### src/rtl/scdd_consts.svh
// Constants for the sample-clock delay and clock-detect register bank.
// Assumes inclusion by bare name from the register module.
`ifndef SCDD_CONSTS_SVH
`define SCDD_CONSTS_SVH
`define SCDD_OFS_LOCAL_FINE 12'h112
`define SCDD_OFS_DIG_SUPER 12'h113
`define SCDD_OFS_DIG_FINE 12'h114
`define SCDD_OFS_DET_CTRL 12'h11A
`define SCDD_OFS_DET_STAT 12'h11B
`define SCDD_RST_FINE 8'hC0
`define SCDD_RST_SUPER 8'h00
`define SCDD_RST_THRESH 2'h1
`define SCDD_RST_DET_RSVD 3'h6
`define SCDD_RST_DET_HI 3'h0
`define SCDD_THRESH_HI 4
`define SCDD_THRESH_LO 3
`define SCDD_MODE_NONE 3'h0
`define SCDD_MODE_FINE16 3'h2
`define SCDD_MODE_FINE16_LJ 3'h3
`define SCDD_MODE_FINE192 3'h4
`define SCDD_MODE_FINE_SUPER 3'h6
`define SCDD_FINE16_MAX 8'h10
`endif

### src/rtl/scdd_pkg.sv
// Types for the sample-clock delay and clock-detect register bank.
// Uses no constants; the header is included only by the register module.
package scdd_pkg;
  typedef enum logic [1:0] {
    SCDD_IDLE,
    SCDD_WRITE,
    SCDD_READ
  } scdd_op_t;

  typedef struct packed {
    logic [7:0] fine;
    logic [7:0] super_fine;
    logic fine_en;
    logic super_en;
  } scdd_delay_t;
endpackage

### src/rtl/scdd_regs.sv
// Register bank for the sample-clock fine and super-fine delays and clock detect.
// Assumes the configuration port's write and read strobes are already in SYS_CLK,
// and that the clock-detect input comes from another domain.
//
// Contract
// - Local fine delay held, used modes 2,3,4,6.
// - Digital super-fine delay used in modes 2,6.
// - Digital fine delay held, used modes 2,3,4,6.
// - Fine delays reset 0xC0, super-fine resets zero.
// - Threshold field bits 4:3, resets to 01.
// - Status bit 0 shows clock detected, resets 0.
// - Status upper bits zero; control 2:0 reset 6.
// - Three-bit mode selects none, fine16, fine16 LJ, fine192, super.
`timescale 1ns/1ps
`include "scdd_consts.svh"
module scdd_regs
  import scdd_pkg::*;
(
  // Clock and reset.
  input wire logic SYS_CLK,
  input wire logic RST_N,
  // Configuration port.
  input wire logic CFG_WR,
  input wire logic CFG_RD,
  input wire logic [11:0] CFG_ADDR,
  input wire logic [7:0] CFG_WDATA,
  output logic [7:0] CFG_RDATA,
  // Clock path.
  input wire logic [2:0] DELAY_MODE,
  input wire logic CLK_DETECTED,
  output scdd_delay_t LOCAL_DELAY,
  output scdd_delay_t DIGITAL_DELAY,
  output logic [1:0] DETECT_THRESHOLD,
  output logic FINE_RANGE_WARN
);
  // ****************************************
  // Storage
  // ****************************************
  logic [7:0] local_fine_reg;
  logic [7:0] dig_super_reg;
  logic [7:0] dig_fine_reg;
  logic [7:0] det_ctrl_reg;
  logic det_sync1_reg;
  logic det_sync2_reg;
  logic [7:0] rdata_reg;
  logic [7:0] rdata_next;
  scdd_op_t op_reg;
  scdd_op_t op_next;

  wire sel_local = CFG_ADDR == `SCDD_OFS_LOCAL_FINE;
  wire sel_super = CFG_ADDR == `SCDD_OFS_DIG_SUPER;
  wire sel_dfine = CFG_ADDR == `SCDD_OFS_DIG_FINE;
  wire sel_ctrl = CFG_ADDR == `SCDD_OFS_DET_CTRL;
  wire sel_stat = CFG_ADDR == `SCDD_OFS_DET_STAT;
  // Modes 2,3,4,6 use fine delay; 2 and 6 use super-fine; 0 and others none.
  wire fine_used = (DELAY_MODE == `SCDD_MODE_FINE16) ||
    (DELAY_MODE == `SCDD_MODE_FINE16_LJ) || (DELAY_MODE == `SCDD_MODE_FINE192) ||
    (DELAY_MODE == `SCDD_MODE_FINE_SUPER);
  wire super_used = (DELAY_MODE == `SCDD_MODE_FINE16) ||
    (DELAY_MODE == `SCDD_MODE_FINE_SUPER);
  wire short_mode = (DELAY_MODE == `SCDD_MODE_FINE16) ||
    (DELAY_MODE == `SCDD_MODE_FINE16_LJ);

  // ****************************************
  // Writes
  // ****************************************
  // Out-of-range values are stored as written; a warning flags misuse instead.
  always_ff @(posedge SYS_CLK) begin
    if (!RST_N) begin
      local_fine_reg <= `SCDD_RST_FINE;
      dig_fine_reg <= `SCDD_RST_FINE;
      dig_super_reg <= `SCDD_RST_SUPER;
      det_ctrl_reg <= {`SCDD_RST_DET_HI, `SCDD_RST_THRESH, `SCDD_RST_DET_RSVD};
    end else if (CFG_WR) begin
      if (sel_local) local_fine_reg <= CFG_WDATA;
      if (sel_super) dig_super_reg <= CFG_WDATA;
      if (sel_dfine) dig_fine_reg <= CFG_WDATA;
      if (sel_ctrl) det_ctrl_reg <= CFG_WDATA;
    end
  end

  // Detect input crosses domains through two flops.
  always_ff @(posedge SYS_CLK) begin
    if (!RST_N) begin
      det_sync1_reg <= 1'b0;
      det_sync2_reg <= 1'b0;
    end else begin
      det_sync1_reg <= CLK_DETECTED;
      det_sync2_reg <= det_sync1_reg;
    end
  end

  // ****************************************
  // Reads
  // ****************************************
  always_comb begin
    op_next = CFG_WR ? SCDD_WRITE : (CFG_RD ? SCDD_READ : SCDD_IDLE);
    rdata_next = rdata_reg;
    if (CFG_RD) begin
      if (sel_local) rdata_next = local_fine_reg;
      else if (sel_super) rdata_next = dig_super_reg;
      else if (sel_dfine) rdata_next = dig_fine_reg;
      else if (sel_ctrl) rdata_next = det_ctrl_reg;
      else if (sel_stat) rdata_next = {7'h00, det_sync2_reg};
      else rdata_next = 8'h00;
    end
  end

  always_ff @(posedge SYS_CLK) begin
    if (!RST_N) begin
      rdata_reg <= 8'h00;
      op_reg <= SCDD_IDLE;
    end else begin
      rdata_reg <= rdata_next;
      op_reg <= op_next;
    end
  end

  // ****************************************
  // Clock path outputs
  // ****************************************
  // Stored values never change with mode; only the enables gate their use.
  assign LOCAL_DELAY = '{fine: local_fine_reg, super_fine: 8'h00,
    fine_en: fine_used, super_en: 1'b0};
  assign DIGITAL_DELAY = '{fine: dig_fine_reg, super_fine: dig_super_reg,
    fine_en: fine_used, super_en: super_used};
  assign DETECT_THRESHOLD = det_ctrl_reg[`SCDD_THRESH_HI:`SCDD_THRESH_LO];
  assign FINE_RANGE_WARN = short_mode &&
    ((local_fine_reg > `SCDD_FINE16_MAX) || (dig_fine_reg > `SCDD_FINE16_MAX));
  assign CFG_RDATA = rdata_reg;

  // ****************************************
  // Checks
  // ****************************************
  chk_fine_reset: assert property (@(posedge SYS_CLK) !RST_N |=>
    local_fine_reg == 8'hC0 && dig_fine_reg == 8'hC0 && dig_super_reg == 8'h00)
    else $error("Delay reset values wrong.");
  chk_local_fine_write: assert property (@(posedge SYS_CLK) disable iff (!RST_N)
    CFG_WR && sel_local |=> LOCAL_DELAY.fine == $past(CFG_WDATA))
    else $error("Local fine write lost.");
  chk_super_enable: assert property (@(posedge SYS_CLK) disable iff (!RST_N)
    DIGITAL_DELAY.super_en == (DELAY_MODE == 3'h2 || DELAY_MODE == 3'h6))
    else $error("Super-fine enable wrong.");
  chk_dig_fine_read: assert property (@(posedge SYS_CLK) disable iff (!RST_N)
    CFG_RD && !CFG_WR && sel_dfine |=> CFG_RDATA == $past(dig_fine_reg))
    else $error("Digital fine readback wrong.");
  chk_thresh_reset: assert property (@(posedge SYS_CLK) !RST_N |=>
    DETECT_THRESHOLD == 2'h1 && det_ctrl_reg[2:0] == 3'h6)
    else $error("Detect control reset wrong.");
  chk_status_follow: assert property (@(posedge SYS_CLK) disable iff (!RST_N)
    CLK_DETECTED [*3] |-> ##1 det_sync2_reg)
    else $error("Detect status not following input.");
  chk_status_upper: assert property (@(posedge SYS_CLK) disable iff (!RST_N)
    CFG_RD && sel_stat |=> CFG_RDATA[7:1] == 7'h00)
    else $error("Status upper bits not zero.");
  chk_fine_mode: assert property (@(posedge SYS_CLK) disable iff (!RST_N)
    DELAY_MODE == 3'h0 |-> !LOCAL_DELAY.fine_en && !DIGITAL_DELAY.fine_en)
    else $error("Fine delay used in mode zero.");
  chk_keep_value: assert property (@(posedge SYS_CLK) disable iff (!RST_N)
    !CFG_WR |=> $stable(dig_super_reg) && $stable(local_fine_reg))
    else $error("Delay value changed without a write.");

  // ****************************************
  // Checks on the write path
  // ****************************************
  // A write strobe must land in its register on the very next edge.
  chk_write_wins: assert property (@(posedge SYS_CLK) disable iff (!RST_N)
    op_reg == SCDD_WRITE && $past(sel_dfine) |-> DIGITAL_DELAY.fine == $past(CFG_WDATA))
    else $error("Digital fine write lost.");
  chk_super_write: assert property (@(posedge SYS_CLK) disable iff (!RST_N)
    CFG_WR && sel_super |=> DIGITAL_DELAY.super_fine == $past(CFG_WDATA))
    else $error("Super-fine write lost.");
  chk_thresh_write: assert property (@(posedge SYS_CLK) disable iff (!RST_N)
    CFG_WR && sel_ctrl |=>
    DETECT_THRESHOLD == $past(CFG_WDATA[`SCDD_THRESH_HI:`SCDD_THRESH_LO]))
    else $error("Detect threshold write lost.");
  chk_ctrl_keep: assert property (@(posedge SYS_CLK) disable iff (!RST_N)
    !CFG_WR |=> $stable(dig_fine_reg) && $stable(det_ctrl_reg))
    else $error("Control value changed without a write.");

  // ****************************************
  // Checks on the read and status path
  // ****************************************
  // The status bit is two edges late; a faster path would risk a metastable read.
  chk_status_read: assert property (@(posedge SYS_CLK) disable iff (!RST_N)
    CFG_RD && !CFG_WR && sel_stat |=> CFG_RDATA[0] == $past(det_sync2_reg))
    else $error("Status bit readback wrong.");
  chk_status_clear: assert property (@(posedge SYS_CLK) disable iff (!RST_N)
    !CLK_DETECTED [*3] |-> !det_sync2_reg)
    else $error("Detect status not clearing.");
  chk_ctrl_read: assert property (@(posedge SYS_CLK) disable iff (!RST_N)
    CFG_RD && !CFG_WR && sel_ctrl |=> CFG_RDATA == $past(det_ctrl_reg))
    else $error("Control readback wrong.");

  // ****************************************
  // Checks on the clock path
  // ****************************************
  // Enables follow the mode at once, so a mode change needs no register write.
  chk_fine_enable: assert property (@(posedge SYS_CLK) disable iff (!RST_N)
    LOCAL_DELAY.fine_en == (DELAY_MODE inside {3'h2, 3'h3, 3'h4, 3'h6}))
    else $error("Local fine enable wrong.");
  chk_dig_fine_enable: assert property (@(posedge SYS_CLK) disable iff (!RST_N)
    DIGITAL_DELAY.fine_en == (DELAY_MODE inside {3'h2, 3'h3, 3'h4, 3'h6}))
    else $error("Digital fine enable wrong.");
  chk_local_super_off: assert property (@(posedge SYS_CLK) disable iff (!RST_N)
    !LOCAL_DELAY.super_en && LOCAL_DELAY.super_fine == 8'h00)
    else $error("Local super-fine path not idle.");
  chk_range_warn: assert property (@(posedge SYS_CLK) disable iff (!RST_N)
    FINE_RANGE_WARN == ((DELAY_MODE == 3'h2 || DELAY_MODE == 3'h3) &&
    (LOCAL_DELAY.fine > 8'h10 || DIGITAL_DELAY.fine > 8'h10)))
    else $error("Fine range warning wrong.");

  // ****************************************
  // Coverage
  // ****************************************
  // Mode 6 with a write shows that reprogramming a live delay path is reachable.
  cov_mode_super: cover property (@(posedge SYS_CLK) DELAY_MODE == 3'h6 && CFG_WR);
  cov_detect_rise: cover property (@(posedge SYS_CLK) $rose(det_sync2_reg));
  cov_range_warn: cover property (@(posedge SYS_CLK) FINE_RANGE_WARN);
  cov_status_read: cover property (@(posedge SYS_CLK) CFG_RD && sel_stat && det_sync2_reg);
endmodule

### config.mk
export PLATFORM = sky130hd
export DESIGN_NAME = scdd_regs
export DESIGN_NICKNAME = d
export VERILOG_FILES = /design/src/rtl/scdd_pkg.sv /design/src/rtl/scdd_regs.sv
export VERILOG_INCLUDE_DIRS = /design/src /design/src/rtl
export SDC_FILE = /design/constraint.sdc
export NUM_CORES = 1
export LEC_CHECK = 0
export ABC_AREA = 1
export BUFFER_PORTS_ARGS = -buffer_cell sky130_fd_sc_hd__buf_2
export CELL_PAD_IN_SITES_DETAIL_PLACEMENT = 1
export CELL_PAD_IN_SITES_GLOBAL_PLACEMENT = 1
export CORE_ASPECT_RATIO = 1.25
export CORE_MARGIN = 10
export CORE_UTILIZATION = 30
export CTS_BUF_LIST = sky130_fd_sc_hd__clkbuf_8
export DETAILED_ROUTE_END_ITERATION = 8
export GPL_TIMING_DRIVEN = 1
export PLACE_DENSITY = 0.75
export SLEW_MARGIN = 20
export SYNTH_ARGS = -nofsm -noshare
export SYNTH_HDL_FRONTEND = slang
export SYNTH_SLANG_ARGS = --single-unit
### constraint.sdc
create_clock -name SYS_CLK -period 3 [get_ports SYS_CLK]
set_input_delay 0 -clock SYS_CLK [delete_from_list [all_inputs] [get_ports SYS_CLK]]
set_output_delay 0 -clock SYS_CLK [all_outputs]
set_load 0.02 [all_outputs]
==> summary.txt <==
Run status
  – Status: finished clean

Power and ir drop
  – Power density over the cells: a little under 400 nW/µm²
  – Power Internal: 774 µW
  – Clk pwr share: around 37%
  – Fraction of power spent switching nets: a little over a quarter
  – Sw power: about 300 µW
  – Gate power share: 10.7%
  – Total Power: approximately 1100 µW
  – Flop pwr share: 52.3%
  – Leak pwr: 0.00137 µW
  – IR drop worst, VDD: roughly 0.14 mV

Clocking
  – Clock Latency Late Sink: approximately 300 ps
  – Sink Count: 42
  – CTS tree: built
  – Post-CTS setup repair buffer count: 0
  – CTS clk-pin slew, worst paths: 80 ps
  – Clock Tree Root: clkbuf_8
  – H-tree depth: 2
  – Clock Path Buffers: 2
  – Post-CTS Resized: 0
  – CTS Buf Count: 5

Die
  – Die height: 119 µm
  – Row Count: 36
  – # IOs: 75
  – Core Area: about 7700 µm²
  – Initial Utilization: between 30% and 40%
  – Die W: between 90 and 100 µm
  – DIE AREA: approximately 12,000 µm²

STA
  – Final setup TNS: 0 ps
  – Worst slew pin tran: between 500 and 600 ps
  – Clock skew: roughly 3.1 ps
  – Final setup margin: ~1600 ps
  – Setup-failing EPs final: 0
  – Final Hold Vio Count: 0
  – Max Slew Vio Count: 0
  – Slew margin rel.: between 60 and 70%
  – Max Freq: 721 MHz
  – RSZ-0062 raised after global routing: false
  – Tcrit/Tclk final: 46.2%
  – Fin crit period: around 1400 ps

Logic synthesis
  – Cell variety after synth: 31
  – Post-synth EDFFs: 0
  – Post-synth top cells: 58 x nand2_1, 45 x inv_1, 45 x nor2_1
  – Synth Flop Type: dfxtp_1
  – FF+latch count, synth: 42
  – Sequential area share after synthesis: between 30% and 40%
  – Share of flip-flops with an asynchronous set or reset: 0%
  – Synth warn: 0
  – Post-Synthesis Cell Area: between 2000 and 2500 µm²
  – Top cells by area, synth: dfxtp_1 36%, nand2_1 9.2%, inv_1 7.2%, nor2_1 7.2%, buf_4 5.1%
  – Post-Syn Instances: 327
  – Most common cell in the netlist: nand2_1
  – Post-synth top area cell: dfxtp_1
  – Syn avg cell area: ~7.2 µm²
  – Synth top area share: 35.7%

Critical path
  – Setup Crit Path Kind: flip-flop to output pin
  – WP data arrival: roughly 1400 ps
  – CP max FO: 3
  – Reg2reg setup slack: slightly below 2000 ps
  – CP Launch Type: flip-flop
  – CP required: about 3000 ps
  – Crit end category: output pin

GRT
  – GRT overflow: 0
  – Largest net degree at the start of global routing: 31
  – Number of global-route vias before repair: ~2,400
  – First-pass GRT wire length: about 12 mm
  – Initial antenna violation count: 0
  – GRT Overall Usage: between 10 and 15%

Finish
  – Area growth syn-to-layout: 16.7%
  – Nets: around 400
  – Fraction of layout cells with a size suffix above 1: approximately 28%
  – N_diodes: 0
  – Fillcell total: 1,037
  – Final Cell Area: between 2000 and 3000 µm²

Routing
  – DRC violations left: 0
  – Drt pass-1 iters: 4
  – Antenna Nets Post-Route: 0
  – Routed WL per cell: between 15 and 20 µm
  – Metal3 WL: between 400 and 500 µm
  – Met2 wire len: a little under 4 mm
  – M1 wire length: roughly 3.1 mm
  – DR vias: 2,308
  – Post-Route WL: around 7.6 mm
  – DR iter-0 viols: 126
  – DR top layer: met4
  – Routed vias/inst: 4.82

Placed design
  – DP Wirelength: 6.18 mm
  – DP Area: 2640 µm²
  – IO buf count: between 60 and 70
  – Worst slack, placed: around 1600 ps
  – GP Congestion: 0.867

Job
  – Maxcap violations: 0

Worst hold path
  – Hold WC Path Type: input pin to flip-flop
## logic make-up after synthesis
| kind of cell | after synthesis | synth area share, % |
|---|---|---|
| other cells | 1 | 0.159 |
| compound gates | 69 | 19.3 |
| flops | 42 | 35.7 |
| simple gates | 140 | 28.9 |
| buf+inv | 75 | 15.9 |
## worst max-delay path, cell delays in order, from the launching register on
cell and delay (ps):
dfxtp_1 330, inv_1 110, nand3_1 90, o21ai_0 200, a31o_2 180, inv_1 30, buf_2 150
## through the flow
step	hold WS (ps)	util, %	instances
3_3_place_gp	186	34.1	470
4_1_cts	23.2	35.5	479
5_1_grt	29.2	35.5	479
6_report	20.8	35.5	479
3_5_place_dp	190	34.1	470
2_1_floorplan	97.6	-	335
## per-layer routing
| layer | track usage, % | up-vias |
|---|---|---|
| met5 | 0 | - |
| met4 | 6.37 | 0 |
| met3 | 2.60 | 18 |
| met2 | 22.1 | 61 |
| met1 | 13.9 | 1084 |
| li1 | - | 1145 |
## cell type report
type | count | area (µm²) | area share [%]
clock inverters | 2 | 12.5 | 0.455
inverters | 50 | 188 | 6.83
repair buffers | 66 | 335 | 12.2
clock buffers | 6 | 82.6 | 3.00
well taps | 95 | 119 | 4.32
flip-flops and latches | 42 | 841 | 30.6
multi-input cells | 218 | 1170 | 42.6
## worst paths after layout
kind | startpoint | end | depth (start not counted)
setup / recovery | local_fine_reg[3] | FINE_RANGE_WARN | 6
hold / removal | CFG_WDATA[4] | det_ctrl_reg[4] | 3
setup reg to reg | dig_fine_reg[0] | CFG_RDATA[0] | 6
hold reg to reg | det_sync1_reg | det_sync2_reg | 2
## cell usage in the layout, fill, tap and decap left out, drive strengths merged
master	n
a211oi	5
nand2	65
nor2	54
buf	65
nand3	9
dfxtp	42
dlygate4sd3	1
o2111ai	8
nor3	5
o21ai	23
nand4	7
a21oi	25
conb	9
inv	49
o211ai	7
clkinvlp	1
clkinv	2
clkbuf	6
a31o	1
## repair_timing
item	in CTS	in global routing
setup endpoints to repair	0	0
hold endpoints to repair	1	0
hold buffers	1	0
## power by group through the flow
stage          registers, µW  clock network (µW)  logic (µW)
2_1_floorplan            572                   0        83.0
3_3_place_gp             572                   0         111
3_5_place_dp             572                   0         114
4_1_cts                  559                 403         115
5_1_grt                  559                 427         127
6_report                 559                 394         114
Power figures use the tool's default switching activity.
